===== config.mk =====
export PLATFORM = sky130hd
export DESIGN_NAME = lfct_timer
export DESIGN_NICKNAME = d
export VERILOG_FILES = /design/src/design/lfct_pkg.sv /design/src/design/lfct_timer.sv
export SDC_FILE = /design/constraint.sdc
export NUM_CORES = 1
export LEC_CHECK = 0
export ABC_AREA = 1
export BUFFER_PORTS_ARGS = -buffer_cell sky130_fd_sc_hd__buf_2
export CORE_ASPECT_RATIO = 0.9
export CORE_MARGIN = 2
export CORE_UTILIZATION = 39
export DETAILED_ROUTE_END_ITERATION = 16
export PLACE_DENSITY_LB_ADDON = 0.3
export SETUP_SLACK_MARGIN = 0.3
export SYNTH_ARGS = -nofsm -noshare
export SYNTH_HDL_FRONTEND = slang
export SYNTH_SLANG_ARGS = --single-unit

===== constraint.sdc =====
create_clock -name clk -period 2 [get_ports clk]
set_input_delay 0.4 -clock clk [delete_from_list [all_inputs] [get_ports clk]]
set_output_delay 0.4 -clock clk [all_outputs]
set_load 0.05 [all_outputs]

===== src/design/lfct_pkg.sv =====
// Package with register map, field positions and timing constants for the clock timer.
package lfct_pkg;

  // Register byte addresses on the APB bus.
  localparam logic [15:0] LFCT_PRIO_ADDR  = 16'hff20;
  localparam logic [15:0] LFCT_EN_ADDR    = 16'hff22;
  localparam logic [15:0] LFCT_CAUSE_ADDR = 16'hff24;
  localparam logic [15:0] LFCT_CTRL_ADDR  = 16'hff40;
  localparam logic [15:0] LFCT_COUNT_ADDR = 16'hff41;

  // Field positions.
  localparam int LFCT_RUN_BIT   = 0;
  localparam int LFCT_CLEAR_BIT = 1;
  localparam int LFCT_SRC_1HZ   = 0;
  localparam int LFCT_SRC_2HZ   = 1;
  localparam int LFCT_SRC_8HZ   = 2;
  localparam int LFCT_SRC_32HZ  = 3;
  localparam int LFCT_STG_32HZ  = 2;
  localparam int LFCT_STG_8HZ   = 4;
  localparam int LFCT_STG_2HZ   = 6;
  localparam int LFCT_STG_1HZ   = 7;

  // Reset values.
  localparam logic [7:0] LFCT_COUNT_RST = 8'h00;
  localparam logic [3:0] LFCT_FLAG_RST  = 4'h0;
  localparam logic [1:0] LFCT_PRIO_RST  = 2'h0;

  // Exception vector addresses per source.
  localparam logic [23:0] LFCT_VEC_32HZ = 24'h00001c;
  localparam logic [23:0] LFCT_VEC_8HZ  = 24'h00001e;
  localparam logic [23:0] LFCT_VEC_2HZ  = 24'h000020;
  localparam logic [23:0] LFCT_VEC_1HZ  = 24'h000022;

  // Tick timing: the 256 Hz tick period in the 125 MHz system clock.
  localparam int LFCT_CLK_HZ      = 125000000;
  localparam int LFCT_TICK_HZ     = 256;
  localparam int LFCT_TICK_CYCLES = LFCT_CLK_HZ / LFCT_TICK_HZ;

  // Run state of the counter.
  typedef enum logic [1:0] {
    LFCT_STOPPED  = 2'b00,
    LFCT_RUNNING  = 2'b01,
    LFCT_STOPPING = 2'b10
  } lfct_state_t;

endpackage


===== src/design/lfct_timer.sv =====
// Clock timer: 8-bit up-counter on a 256 Hz tick with interrupt causes, on APB.
//
// The APB register port was decided locally.
`timescale 1ns/100ps

module lfct_timer
  import lfct_pkg::*;
#(
  // System clock cycles per tick; a bench may shorten it to reach the counter quickly.
  parameter int TICK_CYCLES = LFCT_TICK_CYCLES
)
(
  input  wire logic        clk,
  input  wire logic        rst_n,
  input  wire logic        psel,
  input  wire logic        penable,
  input  wire logic        pwrite,
  input  wire logic [15:0] paddr,
  input  wire logic [31:0] pwdata,
  input  wire logic [3:0]  pstrb,
  output logic      [31:0] prdata,
  output logic             pready,
  output logic             pslverr,
  input  wire logic [1:0]  cpu_mask_level,
  output logic             irq_req,
  output logic      [1:0]  irq_level,
  output logic      [23:0] irq_vector
);

  logic [31:0]  tick_cnt_ff;
  logic         tick_fall;
  lfct_state_t  state_ff;
  lfct_state_t  nxt_state;
  logic         run_req_ff;
  logic [7:0]   count_ff;
  logic [7:0]   nxt_count;
  logic [3:0]   cause_ff;
  logic [3:0]   en_ff;
  logic [1:0]   prio_ff;
  logic [31:0]  prdata_ff;
  logic         pslverr_ff;
  logic         wr_access;
  logic         rd_access;
  logic         addr_hit;
  logic [3:0]   stage_fall;
  logic [3:0]   pending;
  logic [7:0]   wr_byte;

  // Byte lane of a register address within its aligned word.
  function automatic logic [1:0] lane_of(input logic [15:0] a);
    lane_of = a[1:0];
  endfunction

  // Byte of write data for a register address.
  function automatic logic [7:0] wbyte(input logic [15:0] a, input logic [31:0] d);
    wbyte = d[8 * lane_of(a) +: 8];
  endfunction

  // True when the current access targets register address a.
  function automatic logic hit(input logic [15:0] a, input logic [15:0] p);
    hit = (p == a);
  endfunction

  // Write byte on the lane of the addressed register.
  assign wr_byte   = wbyte(paddr, pwdata);
  assign wr_access = psel && penable && pwrite;
  assign rd_access = psel && penable && !pwrite;
  assign addr_hit  = hit(LFCT_PRIO_ADDR, paddr) || hit(LFCT_EN_ADDR, paddr) ||
                     hit(LFCT_CAUSE_ADDR, paddr) || hit(LFCT_CTRL_ADDR, paddr) ||
                     hit(LFCT_COUNT_ADDR, paddr);

  // Divider making the 256 Hz tick; tick_fall marks its falling edge.
  always_ff @(posedge clk or negedge rst_n) begin
    if (!rst_n) begin
      tick_cnt_ff <= 32'h00000000;
    end else if (tick_cnt_ff == 32'(TICK_CYCLES - 1)) begin
      tick_cnt_ff <= 32'h00000000;
    end else begin
      tick_cnt_ff <= tick_cnt_ff + 32'h00000001;
    end
  end
  assign tick_fall = (tick_cnt_ff == 32'(TICK_CYCLES - 1));

  // Software run request, held until the tick applies it.
  always_ff @(posedge clk or negedge rst_n) begin
    if (!rst_n) begin
      run_req_ff <= 1'b0;
    end else if (wr_access && hit(LFCT_CTRL_ADDR, paddr) && pstrb[lane_of(paddr)]) begin
      run_req_ff <= wr_byte[LFCT_RUN_BIT];
    end
  end

  // Run state moves only on the tick's falling edge.
  always_comb begin
    nxt_state = state_ff;
    if (tick_fall) begin
      case (state_ff)
        LFCT_STOPPED:  nxt_state = run_req_ff ? LFCT_RUNNING : LFCT_STOPPED;
        LFCT_RUNNING:  nxt_state = run_req_ff ? LFCT_RUNNING : LFCT_STOPPED;
        LFCT_STOPPING: nxt_state = LFCT_STOPPED;
        default:       nxt_state = LFCT_STOPPED;
      endcase
    end
  end

  always_ff @(posedge clk or negedge rst_n) begin
    if (!rst_n) begin
      state_ff <= LFCT_STOPPED;
    end else begin
      state_ff <= nxt_state;
    end
  end

  // Counter: increments on a tick fall while running (including the tick that stops it).
  always_comb begin
    nxt_count = count_ff;
    if (tick_fall && state_ff == LFCT_RUNNING) begin
      nxt_count = count_ff + 8'h01;
    end
    if (wr_access && hit(LFCT_CTRL_ADDR, paddr) && pstrb[lane_of(paddr)] &&
        wr_byte[LFCT_CLEAR_BIT]) begin
      nxt_count = LFCT_COUNT_RST;
    end
  end

  // Count register; bus writes to the count address never reach it.
  always_ff @(posedge clk or negedge rst_n) begin
    if (!rst_n) begin
      count_ff <= LFCT_COUNT_RST;
    end else begin
      count_ff <= nxt_count;
    end
  end

  // Falling edges of the tapped stages, seen as a one-to-zero change.
  always_comb begin
    stage_fall = 4'h0;
    stage_fall[LFCT_SRC_32HZ] = count_ff[LFCT_STG_32HZ] && !nxt_count[LFCT_STG_32HZ];
    stage_fall[LFCT_SRC_8HZ]  = count_ff[LFCT_STG_8HZ]  && !nxt_count[LFCT_STG_8HZ];
    stage_fall[LFCT_SRC_2HZ]  = count_ff[LFCT_STG_2HZ]  && !nxt_count[LFCT_STG_2HZ];
    stage_fall[LFCT_SRC_1HZ]  = count_ff[LFCT_STG_1HZ]  && !nxt_count[LFCT_STG_1HZ];
  end

  // Cause flags: an edge in the clearing cycle wins over the clear.
  always_ff @(posedge clk or negedge rst_n) begin
    if (!rst_n) begin
      cause_ff <= LFCT_FLAG_RST;
    end else if (wr_access && hit(LFCT_CAUSE_ADDR, paddr) && pstrb[lane_of(paddr)]) begin
      cause_ff <= (cause_ff & ~wr_byte[3:0]) | stage_fall;
    end else begin
      cause_ff <= cause_ff | stage_fall;
    end
  end

  // Interrupt enables.
  always_ff @(posedge clk or negedge rst_n) begin
    if (!rst_n) begin
      en_ff <= LFCT_FLAG_RST;
    end else if (wr_access && hit(LFCT_EN_ADDR, paddr) && pstrb[lane_of(paddr)]) begin
      en_ff <= wr_byte[3:0];
    end
  end

  // Priority level.
  always_ff @(posedge clk or negedge rst_n) begin
    if (!rst_n) begin
      prio_ff <= LFCT_PRIO_RST;
    end else if (wr_access && hit(LFCT_PRIO_ADDR, paddr) && pstrb[lane_of(paddr)]) begin
      prio_ff <= wr_byte[1:0];
    end
  end

  // Interrupt request to the CPU and the vector of the highest-frequency pending source.
  assign pending = cause_ff & en_ff;
  always_comb begin
    irq_req    = (pending != 4'h0) && (prio_ff > cpu_mask_level);
    irq_level  = prio_ff;
    irq_vector = LFCT_VEC_1HZ;
    if (pending[LFCT_SRC_32HZ]) begin
      irq_vector = LFCT_VEC_32HZ;
    end else if (pending[LFCT_SRC_8HZ]) begin
      irq_vector = LFCT_VEC_8HZ;
    end else if (pending[LFCT_SRC_2HZ]) begin
      irq_vector = LFCT_VEC_2HZ;
    end
  end

  // Read data, captured in the setup phase; unmapped addresses answer with an error.
  always_ff @(posedge clk or negedge rst_n) begin
    if (!rst_n) begin
      prdata_ff  <= 32'h00000000;
      pslverr_ff <= 1'b0;
    end else if (psel && !penable) begin
      prdata_ff  <= 32'h00000000;
      pslverr_ff <= !addr_hit;
      if (hit(LFCT_PRIO_ADDR, paddr)) begin
        prdata_ff[8 * lane_of(paddr) +: 8] <= {6'h00, prio_ff};
      end else if (hit(LFCT_EN_ADDR, paddr)) begin
        prdata_ff[8 * lane_of(paddr) +: 8] <= {4'h0, en_ff};
      end else if (hit(LFCT_CAUSE_ADDR, paddr)) begin
        prdata_ff[8 * lane_of(paddr) +: 8] <= {4'h0, cause_ff};
      end else if (hit(LFCT_CTRL_ADDR, paddr)) begin
        // Clear bit reads zero; run reads one until the counter has stopped.
        prdata_ff[8 * lane_of(paddr) +: 8] <=
          {7'h00, run_req_ff || state_ff != LFCT_STOPPED};
      end else if (hit(LFCT_COUNT_ADDR, paddr)) begin
        prdata_ff[8 * lane_of(paddr) +: 8] <= count_ff;
      end
    end
  end

  // One wait-free access phase: ready is high whenever the access phase is present.
  assign pready  = 1'b1;
  assign prdata  = rd_access ? prdata_ff : 32'h00000000;
  assign pslverr = psel && penable && pslverr_ff;

endmodule


Word level (Yosys, flattened, before mapping)
Cells that the tools add are included.

Reduce and logical (&&, ||, !) cells: 37. Eq/ne operators: 7. $lt $le $gt $ge: 2. Bitwise gates (word level): 10. Add/sub/neg operators: 3. Mux-type cells: 17. Shifts and indexed selects: 7.

Operators by type and width (count): 2-to-1 mux 32 bit (7); variable part select 8 x 34 -> 32 bit (5); AND 32 bit (5); == test 16 bit (second input constant) (5); 2-to-1 mux 24 bit (2); negator 5 -> 34 bit (1); variable shift 8 x 34 -> 32 bit (first input constant) (1); adder 32 x 1 -> 32 bit (second input constant) (1); == test 32 x 19 -> 1 bit (second input constant) (1); variable part select 32 x 6 -> 4 bit (1); logical AND 1 bit (20); 2-to-1 mux 8 bit (2); adder 8 x 1 -> 8 bit (second input constant) (1); AND 4 bit (2); bitwise OR 4 bit (2); zero test 1 bit (7); logical OR 1 bit (5); 2-to-1 mux 4 bit (1); inverter 4 bit (1); nonzero test 2 bit (2); nonzero test 4 bit (1); < comparator 2 x 3 -> 1 bit (second input constant) (1); 2-to-1 mux 1 bit (3); binary-select mux 1 bit (select 2 bit) (1); other kinds (5) (5).

Logic and storage cells: 93. Flip-flop bits (word level): 86. Output and inout bits: 61.

Longest topological paths before layout
Depth after elaboration: 10. Mapped depth: 15.

Worst setup path before layout
Ideal clock, no wire load.

Path kind: register to output. Start point: reg en_ff[3]. End point: out irq_req. Slack: -0.501 ns. Stages on the path, launching flop included: 5. Data required time: 1.600 ns. Arrival: 2.101 ns. Cells stage by stage: dfrtp_1 -> nand2_1 -> nand2_1 -> inv_1 -> a31oi_1.

Longest elaborated chain between the ends: 3.

RTL lines: from (decl) (line lfct_timer.sv:38) `logic [3:0] en_ff;`; from (signal assigned) (line lfct_timer.sv:160) `en_ff <= wr_byte[3:0];`; AND 4 bit (line lfct_timer.sv:174) `assign pending = cause_ff & en_ff;`; nonzero test 4 bit (line lfct_timer.sv:176) `irq_req = (pending != 4'h0) && (prio_ff > cpu_mask_level);`; logical AND 1 bit (line lfct_timer.sv:176); to (decl) (line lfct_timer.sv:25) `output logic irq_req,`.

Every way passes these cells.

Final worst setup path
Start point: reg prio_ff[1], in the netlist irq_level[1]. End point: out irq_req.

Longest elaborated chain between the ends: 2.

RTL lines: from (decl) (line lfct_timer.sv:39) `logic [1:0] prio_ff;`; from (signal assigned) (line lfct_timer.sv:169) `prio_ff <= wr_byte[1:0];`; greater-than comparator 2 bit (line lfct_timer.sv:176); logical AND 1 bit (line lfct_timer.sv:176).

Every way passes these cells.

==> results.ini <==
[critical_path]
critical-path-top-delay-family = flip-flops
worstPathRequired_ns = 1.60
crit_buf_inv = 2
worst-path-stages = 6
critPathKind = flip-flop to output pin
r2r_slack_ns = 0.37
start_kind = flip-flop
cpMaxStageDelayCell = dfrtp_2
r2r-end = count_ff[2]
worst-r2r-cell-count = 11
worstPathMaxFanout = 2
cp-end-kind = output pin
cpPeakStageDelay_ns = 0.43
worstPathArrival_ns = 1.55
path_cells = ha_4, inv_2, nor2_4, o21ai_2, a31oi_4, buf_6
r2r-start = tick_cnt_ff[1]
crit_start = irq_level[1]

[placed_design]
dp_hpwl_mm = 13.41
portBuffers = 83
place_congestion = 0.9486

[worst_hold_path]
min_to = en_ff[3]
hold_class = primary input to flip-flop
min_delay_path_depth = 4
hp-start = pwdata[19]

[routing]
wire_per_inst_um = 14.14
wl_met1_mm = 9.208
wl_met3_mm = 1.024
first_pass_iters = 7
wl_mm = 17.66
drcViolationCount = 0
highest_layer = met4
ant_nets = 0
via_count = 6165
via_per_inst = 4.936
drt_iter0_drc = 588
dr_wl_met2_mm = 7.266

[pwr]
power.density_mw_per_mm2 = 506.9
ir_drop_mv = 0.3727
leakagePower_uw = 0.003884

[layout]
final_core_util_pct = 50.69
diodes = 0
syn2layout_area_growth_pct = 26.40
nNetsFinal = 1111
drive_gt1_share_pct = 25.88

[floorplanning]
placeableCoreArea_mm2 = 0.01549
die_h_um = 123.7
fp.dieW_um = 137.1
die_area_mm2 = 0.01696
initial_core_util_pct = 40.10
rows = 43
ios = 120

[cts]
clockBufferDepth = 2
clk_pin_slew_ns = 0.07
cts-root-buf = clkbuf_16
numCtsBuffers = 9
htreeDepth = 3
cts.sinks = 85
cts_tree = yes
insertion_delay_ns = 0.35

[sta]
fmax_mhz = 512.8
finalClockSkew_ns = 0.008801
rsz0062_at_grt = yes
setup_viol = 0
fin_hold_ws_ns = 0.4597
fin_crit_ns = 1.950
fin_crit_sh_pct = 97.51
hold_viol = 0
slew_violations = 0

[global_route]
antenna_found_initial = 0
grt_pass1_vias = 5397
track_usage_pct = 21.20
grt_remaining_overflow = 0
grt_max_degree = 44
grt_pass1_wl_mm = 27.97

[synth]
seq_area_frac_synth_pct = 34.23
avgSynthCellArea_um2 = 6.725
synth_cells = 924
synth_xor_area_share_pct = 3.242
synth_compound_area_share_pct = 6.867
yosys.area_share.simple_pct = 39.09
ys_warn_count = 0
synth_top_family_by_area = simple AND/OR/NAND/NOR gates
synthAdderAreaFrac_pct = 2.014
synth_flop_cell = dfrtp_1
async_flop_share_pct = 100.0
syn-cell-area_mm2 = 0.006213
ys_ff_latch = 85
yosysUniqueCellTypes = 47
synth_mux_area_share_pct = 0
synth_edf_count = 0

[outcome]
status = finished clean

[run]
max_cap_viol_count = 0

-- worst max path at each step --
stage and end:
6_report irq_req, 5_1_grt irq_req, 4_1_cts irq_req, 3_5_place_dp prdata_ff[2], 3_3_place_gp prdata_ff[2], 2_1_floorplan prdata[10]
-- layer usage --
layer	vias up	GRT usage, %
met5	-	0
met4	0	5.928
met3	12	2.401
met2	206	29.26
met1	2825	34.20
li1	3122	-
-- state kept, by name, indices dropped and copies added (netlist names) --
| signal | flops |
|---|---|
| run_req_ff | 1 |
| prdata_ff | 32 |
| cause_ff | 4 |
| irq_level | 2 |
| state_ff | 1 |
| pslverr_ff | 1 |
| tick_cnt_ff | 32 |
| en_ff | 4 |
| count_ff | 8 |
-- timing repair --
item                                   in CTS  in global routing
setup endpoints to repair                   6                 64
resized for setup                          17                 76
buffers inserted                            1                 10
endpoints found under the hold margin      22                  0
pin swaps                                   4                 15
hold buffers                                1                  0
-- layout by cell type (no fill, tap or decap), types with 4 or more instances in the layout --
cell,netlist,final
nand3_1,81,67
conb_1,2,20
clkbuf_4,0,19
ha_4,0,6
inv_2,8,14
nor2_2,4,18
o21ai_1,11,11
nor3_1,37,32
clkbuf_16,0,9
nor2_1,133,115
a21oi_1,11,11
nand2_2,4,14
nand2_1,237,226
buf_12,0,5
buf_6,3,7
ha_1,10,4
o41ai_1,4,4
buf_2,14,58
nand4_1,21,21
buf_4,26,52
o22ai_1,15,15
xor2_1,21,21
dfrtp_2,0,9
nor2_4,5,9
o21ai_0,15,14
inv_1,131,121
dfrtp_1,85,76
nor3_2,3,7
nand2_4,3,4
nand3_2,1,14
-- final cells by class --
| cell class | instances | area, um2 |
|---|---|---|
| Clock buffer | 12 | 236.5 |
| Clock inverter | 4 | 72.57 |
| Fill cell | 1558 | 7641 |
| Sequential cell | 85 | 2138 |
| Tap cell | 202 | 252.7 |
| Timing Repair Buffer | 142 | 1012 |
| Inverter | 142 | 558.0 |
| Multi-Input combinational cell | 662 | 3583 |
-- logic make-up (layout without fill, tap and decap cells) --
group	Yosys count	in the layout
compound gates	69	69
xor+xnor	23	23
simple gates	540	540
buf+inv	195	300
other cells	2	20
flops	85	85
fa+ha+maj	10	10
-- through the flow --
stage	instance area (um2)	total power [uW]	setup TNS (ns)	setup WS, ns	instances
after global placement	7161	2197	0	0.08215	1221
final	7854	3981	0	0.04980	1249
after detailed placement	7161	2202	0	0.03837	1221
after floorplan	6495	2080	0	0.1493	942
after CTS	7548	3994	0	0.01170	1239
after global routing	7854	4122	-0.009945	-0.009945	1249
-- where the power goes --
part           leakage [uW]  total, uW  switching [uW]  internal [uW]
Combinational       0.00259        459             325            134
Sequential          0.00114       1730            2.29           1720
Clock              0.000147       1800             702           1090
Total               0.00388       3980            1030           2950
-- cell usage after synthesis (all sizes together), types with 4 or more instances --
cell / instances / area (um2)
nand2: 244 / 948.4
inv: 141 / 534.3
clkbuf: 9 / 45.04
nor2: 145 / 640.6
o41ai: 4 / 35.03
nand4: 24 / 177.7
dfrtp: 85 / 2127
ha: 10 / 125.1
nor3: 40 / 215.2
o22ai: 15 / 93.84
buf: 44 / 314.0
xor2: 21 / 183.9
o21ai: 26 / 130.1
a21oi: 13 / 80.08
nand3: 82 / 415.4
-- worst register-to-register path, cell delays in order (launching register included) --
cell     delay (ns)
dfrtp_1        0.41
inv_2          0.10
ha_4           0.15
nand2_2        0.06
nor2_2         0.10
nand3_1        0.10
nor2_2         0.14
nand3_2        0.13
nor2_2         0.17
nand2_1        0.07
nand2_1        0.06
nor2_1         0.04
(Power assumes the default switching activity.)
